File: config.mk
export PLATFORM = sky130hd
export DESIGN_NAME = tai_inval_addr
export DESIGN_NICKNAME = d
export VERILOG_FILES = /design/src/logic/tai_pkg.sv /design/src/logic/tai_inval_addr.sv /design/src/logic/tai_addr_mask.sv
export SDC_FILE = /design/constraint.sdc
export NUM_CORES = 1
export LEC_CHECK = 0
export ABC_AREA = 1
export BUFFER_PORTS_ARGS = -buffer_cell sky130_fd_sc_hd__buf_4
export CORE_AREA = 4 4 104 179
export CTS_BUF_LIST = sky130_fd_sc_hd__clkbuf_8
export CTS_CLUSTER_SIZE = 40
export DETAILED_ROUTE_END_ITERATION = 6
export DIE_AREA = 0 0 108 183
export HOLD_SLACK_MARGIN = 0.1
export MAX_ROUTING_LAYER = met4
export PLACE_DENSITY = 0.74
export SYNTH_ARGS = -nofsm -noshare
export SYNTH_HDL_FRONTEND = slang
export SYNTH_SLANG_ARGS = --single-unit
File: constraint.sdc
create_clock -name i_clk -period 1.7 [get_ports i_clk]
set_input_delay 0.085 -clock i_clk [delete_from_list [all_inputs] [get_ports i_clk]]
set_output_delay 0.085 -clock i_clk [all_outputs]
set_load 0.01 [all_outputs]
File: src/logic/tai_pkg.sv
// Purpose: Shared constants for the translation-cache invalidate address block
// Assumes: 32-bit register port, 64-bit registers split into two word halves
// Notes:   Offsets are byte addresses, each 64-bit register on an 8-byte boundary
package tai_pkg;
	localparam logic [11:0] TAI_ADDR_LO_OFF   = 12'h0a0;
	localparam logic [11:0] TAI_ADDR_HI_OFF   = 12'h0a4;
	localparam logic [11:0] TAI_CMD_LO_OFF    = 12'h0a8;
	localparam logic [11:0] TAI_CMD_HI_OFF    = 12'h0ac;
	localparam logic [11:0] TAI_ECAP_LO_OFF   = 12'h010;
	localparam logic [11:0] TAI_STAT_OFF      = 12'h0b0;
	localparam int          TAI_MASK_LSB      = 0;
	localparam int          TAI_MASK_W        = 6;
	localparam int          TAI_HINT_BIT      = 6;
	localparam int          TAI_ADDR_LSB      = 12;
	localparam int          TAI_DID_LSB       = 32;
	localparam int          TAI_IRO_LSB       = 8;
	localparam int          TAI_IRO_W         = 10;
	localparam int          TAI_CMD_GO_BIT    = 31;
	localparam int          TAI_CMD_GRAN_LSB  = 28;
	localparam logic [1:0]  TAI_GRAN_PAGE     = 2'h3;
	localparam logic [31:0] TAI_RST_WORD      = 32'h00000000;
	localparam logic [31:0] TAI_UNDEF_READ    = 32'h00000000;
	localparam int          TAI_MAX_GUEST_ADDR_WIDTH_DEF      = 48;
	localparam int          TAI_DIDW_DEF      = 16;
	localparam int          TAI_ISSUE_CYC     = 1;
	typedef enum logic [1:0] {TAI_IDLE, TAI_ISSUE, TAI_WAIT} tai_state_t;
endpackage

File: src/logic/tai_inval_addr.sv
// Purpose: Write-only invalidate address register and page-selective request issue
// Assumes: Simple register port, read data one cycle after read strobe
// Notes:   Engine handshake via o_inv_valid / i_inv_done
//
// Implementation choices: strobed register access and the register offsets.
`timescale 1ns/10ps
// Function
// Address register write-only, reads return constant
// 64-bit aligned offset, reported in capability
// Software places address in bits 63:12
// Software writes address before page command
// Address bits at and above MAX_GUEST_ADDR_WIDTH ignored
// Hint zero flushes leaf and paging caches
// Hint one may keep paging caches
// Hint one only if non-leaf unmodified
// Software programs domain id within width
// Mask M covers 2^M aligned pages
module tai_inval_addr
	import tai_pkg::*;
#(
	parameter int MAX_GUEST_ADDR_WIDTH = TAI_MAX_GUEST_ADDR_WIDTH_DEF,
	parameter int DIDW = TAI_DIDW_DEF
) (
	input  wire logic        i_clk,
	input  wire logic        i_reset_n,
	input  wire logic [11:0] i_addr,
	input  wire logic [31:0] i_wdata,
	input  wire logic        i_wr,
	input  wire logic        i_rd,
	output logic      [31:0] o_rdata,
	output logic             o_inv_valid,
	output logic      [51:0] o_inv_base,
	output logic      [51:0] o_inv_span,
	output logic      [15:0] o_inv_domain,
	output logic             o_inv_leaf_only,
	output logic             o_inv_paging_flush,
	input  wire logic        i_inv_done
);
	if (MAX_GUEST_ADDR_WIDTH < 13 || MAX_GUEST_ADDR_WIDTH > 64 || DIDW < 1 || DIDW > 16) begin : g_bad_param
		$error("tai_inval_addr: unsupported MAX_GUEST_ADDR_WIDTH or DIDW");
	end

	localparam logic [TAI_IRO_W-1:0] IRO_VAL = TAI_IRO_W'(TAI_ADDR_LO_OFF >> 4);

	logic [31:0]           addr_lo_ff;
	logic [31:0]           addr_hi_ff;
	logic [15:0]           did_ff;
	logic [31:0]           rdata_ff;
	tai_state_t            state_ff;
	tai_state_t            nxt_state;
	logic                  valid_ff;
	logic [51:0]           base_ff;
	logic [51:0]           span_ff;
	logic                  leaf_ff;
	logic                  pflush_ff;
	logic [15:0]           dom_ff;
	logic [7:0]            done_cnt_ff;
	logic [51:0]           base_c;
	logic [51:0]           span_c;
	logic                  go;

	// Write-only address register; stored bits only
	always_ff @(posedge i_clk) begin
		if (!i_reset_n) begin
			addr_lo_ff <= TAI_RST_WORD;
			addr_hi_ff <= TAI_RST_WORD;
		end else if (i_wr && i_addr == TAI_ADDR_LO_OFF) begin
			addr_lo_ff <= {i_wdata[31:TAI_ADDR_LSB], 5'h00, i_wdata[TAI_HINT_BIT:0]};
		end else if (i_wr && i_addr == TAI_ADDR_HI_OFF) begin
			addr_hi_ff <= i_wdata;
		end
	end

	// Domain field of companion command register
	always_ff @(posedge i_clk) begin
		if (!i_reset_n)
			did_ff <= 16'h0000;
		else if (i_wr && i_addr == TAI_CMD_HI_OFF)
			did_ff <= i_wdata[15:0] & 16'((32'h1 << DIDW) - 1);
	end

	assign go = i_wr && i_addr == TAI_CMD_LO_OFF && i_wdata[TAI_CMD_GO_BIT]
		&& i_wdata[TAI_CMD_GRAN_LSB+:2] == TAI_GRAN_PAGE;

	tai_addr_mask #(
		.MAX_GUEST_ADDR_WIDTH (MAX_GUEST_ADDR_WIDTH)
	) i_tai_addr_mask (
		.i_page      ({addr_hi_ff, addr_lo_ff[31:TAI_ADDR_LSB]}),
		.i_mask      (addr_lo_ff[TAI_MASK_LSB+:TAI_MASK_W]),
		.o_base      (base_c),
		.o_span_mask (span_c)
	);

	always_comb begin
		nxt_state = state_ff;
		unique case (state_ff)
			TAI_IDLE:  if (go) nxt_state = TAI_ISSUE;
			TAI_ISSUE: nxt_state = TAI_WAIT;
			TAI_WAIT:  if (i_inv_done) nxt_state = TAI_IDLE;
		endcase
	end

	always_ff @(posedge i_clk) begin
		if (!i_reset_n)
			state_ff <= TAI_IDLE;
		else
			state_ff <= nxt_state;
	end

	// Request snapshot taken when the page command lands
	always_ff @(posedge i_clk) begin
		if (!i_reset_n) begin
			valid_ff  <= 1'b0;
			base_ff   <= '0;
			span_ff   <= '0;
			leaf_ff   <= 1'b0;
			pflush_ff <= 1'b0;
			dom_ff    <= 16'h0000;
		end else begin
			valid_ff <= (nxt_state == TAI_ISSUE) || (state_ff != TAI_IDLE && nxt_state != TAI_IDLE);
			if (state_ff == TAI_IDLE && go) begin
				base_ff   <= base_c;
				span_ff   <= span_c;
				dom_ff    <= did_ff;
				leaf_ff   <= addr_lo_ff[TAI_HINT_BIT];
				pflush_ff <= ~addr_lo_ff[TAI_HINT_BIT];
			end
		end
	end

	// Busy flag and completion count readable
	always_ff @(posedge i_clk) begin
		if (!i_reset_n)
			done_cnt_ff <= 8'h00;
		else if (state_ff == TAI_WAIT && i_inv_done)
			done_cnt_ff <= done_cnt_ff + 8'h01;
	end

	always_ff @(posedge i_clk) begin
		if (!i_reset_n) begin
			rdata_ff <= 32'h00000000;
		end else if (i_rd) begin
			unique case (i_addr)
				TAI_ADDR_LO_OFF, TAI_ADDR_HI_OFF: rdata_ff <= TAI_UNDEF_READ;
				TAI_ECAP_LO_OFF: rdata_ff <= 32'(IRO_VAL) << TAI_IRO_LSB;
				TAI_CMD_HI_OFF:  rdata_ff <= {16'h0000, did_ff};
				TAI_STAT_OFF:    rdata_ff <= {23'h000000, state_ff != TAI_IDLE, done_cnt_ff};
				default:         rdata_ff <= 32'h00000000;
			endcase
		end else begin
			rdata_ff <= 32'h00000000;
		end
	end

	assign o_rdata            = rdata_ff;
	assign o_inv_valid        = valid_ff;
	assign o_inv_base         = base_ff;
	assign o_inv_span         = span_ff;
	assign o_inv_domain       = dom_ff;
	assign o_inv_leaf_only    = leaf_ff;
	assign o_inv_paging_flush = pflush_ff;

	property p_r01_ro;
		@(posedge i_clk) disable iff (!i_reset_n)
		i_rd && (i_addr == TAI_ADDR_LO_OFF || i_addr == TAI_ADDR_HI_OFF) |=> o_rdata == TAI_UNDEF_READ;
	endproperty
	a_r01_ro: assert property (p_r01_ro) else $error("address read not constant");

	property p_r02_iro;
		@(posedge i_clk) disable iff (!i_reset_n)
		i_rd && i_addr == TAI_ECAP_LO_OFF
		|=> o_rdata[TAI_IRO_LSB+:TAI_IRO_W] == IRO_VAL && TAI_ADDR_LO_OFF[2:0] == 3'h0;
	endproperty
	a_r02_iro: assert property (p_r02_iro) else $error("offset report wrong");

	property p_r06_flush;
		@(posedge i_clk) disable iff (!i_reset_n)
		state_ff == TAI_IDLE && go && !addr_lo_ff[TAI_HINT_BIT]
		|=> o_inv_paging_flush && !o_inv_leaf_only;
	endproperty
	a_r06_flush: assert property (p_r06_flush) else $error("hint zero without flush");

	property p_r07_keep;
		@(posedge i_clk) disable iff (!i_reset_n)
		state_ff == TAI_IDLE && go && addr_lo_ff[TAI_HINT_BIT]
		|=> o_inv_leaf_only && !o_inv_paging_flush;
	endproperty
	a_r07_keep: assert property (p_r07_keep) else $error("hint one not leaf only");

	property p_r05_max_guest_addr_width;
		@(posedge i_clk) disable iff (!i_reset_n)
		o_inv_valid |-> (o_inv_base >> (MAX_GUEST_ADDR_WIDTH - 12)) == 52'h0;
	endproperty
	a_r05_max_guest_addr_width: assert property (p_r05_max_guest_addr_width) else $error("address above width");

	property p_r10_span;
		@(posedge i_clk) disable iff (!i_reset_n)
		state_ff == TAI_IDLE && go |=> o_inv_span == (52'h1 << $past(addr_lo_ff[5:0])) - 52'h1
			&& (o_inv_base & o_inv_span) == 52'h0;
	endproperty
	a_r10_span: assert property (p_r10_span) else $error("mask span wrong");

	property p_r04_issue;
		@(posedge i_clk) disable iff (!i_reset_n)
		state_ff == TAI_IDLE && go |=> o_inv_valid ##0 o_inv_domain == $past(did_ff);
	endproperty
	a_r04_issue: assert property (p_r04_issue) else $error("page request not issued");

	property p_hold;
		@(posedge i_clk) disable iff (!i_reset_n)
		o_inv_valid && !i_inv_done |=> o_inv_valid && $stable(o_inv_base);
	endproperty
	a_hold: assert property (p_hold) else $error("request dropped before done");

	c_hint0: cover property (@(posedge i_clk) go && !addr_lo_ff[TAI_HINT_BIT]);
	c_hint1: cover property (@(posedge i_clk) go && addr_lo_ff[TAI_HINT_BIT]);
	c_done:  cover property (@(posedge i_clk) state_ff == TAI_WAIT && i_inv_done);
	c_busy:  cover property (@(posedge i_clk) state_ff != TAI_IDLE && go);
	c_issue: cover property (@(posedge i_clk) state_ff == TAI_ISSUE);

	property p_rd_idle;
		@(posedge i_clk) disable iff (!i_reset_n)
		!i_rd |=> o_rdata == 32'h00000000;
	endproperty
	a_rd_idle: assert property (p_rd_idle) else $error("read data outside read cycle");

	// Command while busy must leave the pending request alone
	property p_busy_ignore;
		@(posedge i_clk) disable iff (!i_reset_n)
		state_ff != TAI_IDLE && go |=> $stable(o_inv_domain) && $stable(o_inv_base);
	endproperty
	a_busy_ignore: assert property (p_busy_ignore) else $error("command taken while busy");
endmodule

File: src/logic/tai_addr_mask.sv
// Purpose: Forms the effective invalidation base and span from address and mask
// Assumes: Combinational, used inside the invalidate address block
// Notes:   Page numbers only; base bits above the guest address width forced to zero
`timescale 1ns/10ps
module tai_addr_mask
	import tai_pkg::*;
#(
	parameter int MAX_GUEST_ADDR_WIDTH = TAI_MAX_GUEST_ADDR_WIDTH_DEF
) (
	input  wire logic [51:0]           i_page,
	input  wire logic [TAI_MASK_W-1:0] i_mask,
	output logic      [51:0]           o_base,
	output logic      [51:0]           o_span_mask
);
	if (MAX_GUEST_ADDR_WIDTH < 13 || MAX_GUEST_ADDR_WIDTH > 64) begin : g_bad_param
		$error("tai_addr_mask: unsupported MAX_GUEST_ADDR_WIDTH");
	end

	logic [51:0] keep;
	genvar g;
	generate
		for (g = 0; g < 52; g++) begin : g_bit
			// Page bit g is address bit g+12
			assign keep[g]        = (g + 12) < MAX_GUEST_ADDR_WIDTH;
			assign o_span_mask[g] = g < i_mask;
			assign o_base[g]      = i_page[g] & keep[g] & ~o_span_mask[g];
		end
	endgenerate
endmodule

==> summary.txt <==
Clock network
  – Max H-tree Level: 4
  – Clk_lat worst skew: 0.46 ns
  – CTS Root Cell: clkbuf_8
  – Clk slew on worst S/H paths: 0.11 ns
  – Clock tree buffer depth: 2
  – CTS tree: done
  – CTS Buf Count: 17
  – Total clock sinks: 192

Power
  – Worst vdd ir: 0.449 mV
  – Tot Pwr: 7.83 mW
  – Leak pwr: 4.15 nW
  – Power per cell area: 787 mW/mm^2

Synthesis
  – Largest family of logic cells by synthesized area: compound AO/OA/AOI/OAI gates
  – Post-synthesis mux area share: 0
  – Predominant post-synthesis flop cell: dfxtp_1
  – Post-Synth XOR/XNOR Area: 0.00115
  – Mean Syn Cell Area: 7.63 um^2
  – Post-synth top area cell: dfxtp_1
  – Ys async rst share: 0
  – Post-Synth Simple-Gate Area: 0.162
  – Distinct cells, synth: 28
  – Synthesized flop and latch total: 192
  – Top-count cell post-synth: dfxtp_1
  – Post-synthesis sequential area ratio: 0.506
  – Commonest cells post-synth: 192 x dfxtp_1, 150 x o21ai_0, 141 x a21oi_1, 138 x nand2_1, 109 x inv_1
  – EDFF count, synth: 0
  – Post-synthesis adder-cell area fraction: 0.00659
  – Complex-gate fraction of the synthesized area: 0.204
  – Synthesized area: 0.00760 mm^2
  – Top-area cell type share of the netlist area: 0.506
  – Synth top area cells: dfxtp_1 51%, o21ai_0 9.9%, a21oi_1 9.3%
  – Cells after Synth: 995
  – Ys Warns: 0

STA
  – Clock Skews: 0.0134 ns
  – Final hold vios: 0
  – Setup TNS: 0 ns
  – Setup Viol. Count Final: 0
  – Unrepaired setup endpoints after global routing: no
  – Min Tclk post-route: 1.65 ns
  – Peak Freq: 605 MHz
  – Crit share post-route: 0.972
  – Max Slew Vio Count: 0

Final layout
  – Layout cells sized above 1: 0.210
  – Final net count: 1255
  – FILL cells: 1571
  – Antenna cells: 0
  – Final non-filler cell total: 1442
  – P&R area growth vs syn: 31.0%
  – Cell area after layout: 0.00995 mm^2

Die
  – Die Span Y: 183 um
  – # IOs: 204
  – Die X: 108 um
  – Num rows: 63
  – Core Area: 0.0171 mm^2
  – DIE AREA: 0.0198 mm^2
  – Starting density of the core: 0.444

Min path
  – WHS Path Cells: 7
  – Hold Crit Start: i_addr[5]
  – Class of the worst hold path: input pin to flop
  – Hold endpoint: o_rdata[4]$_SDFF_PN0_

Drt
  – WL per Instance: 16.0 um
  – Drt pass-1 iters: 5
  – Drt via density: 5.07
  – Residual DRC count: 0
  – Final wirelength: 23.1 mm
  – Vias: 7304
  – First DRT Iteration DRCs: 319
  – DRT antenna net count: 0

Status
  – Status: completed

Placed design
  – Inst Count DP: 1368
  – RD Place Congestion: 0.913
  – Port Buf Inserts: 171
  – DP Wirelength: 16.5 mm
  – Post-place instance area: 0.00910 mm^2

Worst setup path
  – Worst r2r dst: o_inv_span[24]$_SDFFE_PN0P_
  – FF-to-FF path depth: 5
  – Worst R2R Setup Slack: 0.05 ns
  – CP startpoint kind: flop
  – Crit path arrival time: 2.06 ns
  – R2R Path Start: addr_lo_ff[3]$_SDFFE_PN0N_
  – Worst setup EP type: flop
  – Worst-path fanout max: 6
  – CP required: 2.10 ns
  – WS Path Type: flop to flop

Global routing
  – First-pass GRT wire length: 35.8 mm
  – Gr ovfl total: 0
  – Initial antenna violation count: 0
  – Largest net degree at the start of global routing: 57
  – Aggregate global-route resource usage: 0.238
  – Vias in the first global route: 7170

Job
  – Max_cap viols: 0
## area by class of cell
class,count,area (um^2),share of cell area
clock buffers,18,248,0.0249
clock inverters,14,148,0.0148
inverters,111,417,0.0419
multi-input cells,633,2970,0.298
flip-flops and latches,192,3840,0.386
well taps,227,284,0.0285
repair buffers,247,2040,0.205
## critical path, stage by stage, from the launching register on
cell     delay (ns)
dfxtp_1        0.45
inv_1          0.15
o21ai_0        0.43
o21ai_0        0.24
a21oi_1        0.19
o21a_1         0.13
## worst max-delay path by stage
stage / cells past startpoint / slack (ns) / startpoint / endpoint
final: 5 / 0.05 / addr_lo_ff[3]$_SDFFE_PN0N_ / o_inv_span[24]$_SDFFE_PN0P_
after global routing: 9 / 0.003 / i_addr[1] / o_rdata[1]$_SDFF_PN0_
after CTS: 8 / 0.06 / state_ff[1]$_SDFF_PN0_ / o_inv_base[28]$_SDFFE_PN0P_
after detailed placement: 8 / 0.08 / state_ff[1]$_SDFF_PN0_ / o_inv_base[28]$_SDFFE_PN0P_
after global placement: 8 / 0.09 / i_addr[1] / o_rdata[4]$_SDFF_PN0_
after floorplan: 7 / 0.28 / state_ff[0]$_SDFF_PN0_ / o_inv_base[0]$_SDFFE_PN0P_
## metrics by stage
stage / setup slack (ns) / utilization / hold slack [ns]
finish: 0.0484 / 0.582 / 0.123
global route: 0.00330 / 0.582 / 0.160
CTS: 0.0582 / 0.579 / 0.103
detailed placement: 0.0815 / 0.532 / 0.381
global placement: 0.0919 / 0.532 / 0.368
floorplan: 0.279 / - / 0.277
## metal layers
| metal | share of wire | global-route usage | vias up |
|---|---|---|---|
| li1 | - | - | 3593 |
| met1 | 0.37 | 0.245 | 3376 |
| met2 | 0.53 | 0.429 | 269 |
| met3 | 0.050 | 0.0356 | 66 |
| met4 | 0.051 | 0.125 | 0 |
| met5 | 0 | - | - |
## cells by family after synthesis
| family | Yosys count |
|---|---|
| AO/OA/AOI/OAI | 305 |
| AND/OR/NAND/NOR | 291 |
| buffers and inverters | 201 |
| flip-flops | 192 |
| adder cells (fa/ha/maj) | 4 |
| XOR/XNOR | 1 |
| other | 1 |
## cell usage in the layout, fill, tap and decap left out, types with 18 or more instances in the layout
| master | netlist | layout |
|---|---|---|
| buf_4 | 34 | 200 |
| o21ai_0 | 150 | 146 |
| nor2_1 | 86 | 84 |
| conb_1 | 1 | 32 |
| clkbuf_8 | 0 | 18 |
| nand3_1 | 32 | 32 |
| inv_1 | 109 | 109 |
| nand2_1 | 138 | 137 |
| dfxtp_1 | 192 | 191 |
| a21oi_1 | 141 | 141 |
| dlygate4sd3_1 | 0 | 40 |
## flip-flops by register name (all words and copies together) (netlist names)
signal              cells
o_inv_span             52
o_inv_base             36
addr_lo_ff             27
addr_hi_ff             16
did_ff                 16
o_inv_domain           16
o_rdata                16
done_cnt_ff             8
state_ff                2
o_inv_leaf_only         1
o_inv_paging_flush      1
o_inv_valid             1
## where the power goes
part           internal (mW)  switching, mW  total [mW]
logic                  0.166          0.197       0.363
registers               4.49       0.000185        4.49
clock network           1.25           1.72        2.97
total                   5.91           1.92        7.83
## timing repair
action                                 4_1_cts  5_1_grt
endpoints found under the hold margin       82        0
resized for setup                            0       11
setup endpoints to repair                    0       27
setup buffers                                0        1
hold buffers                                40        0
(Power assumes the default switching activity.)
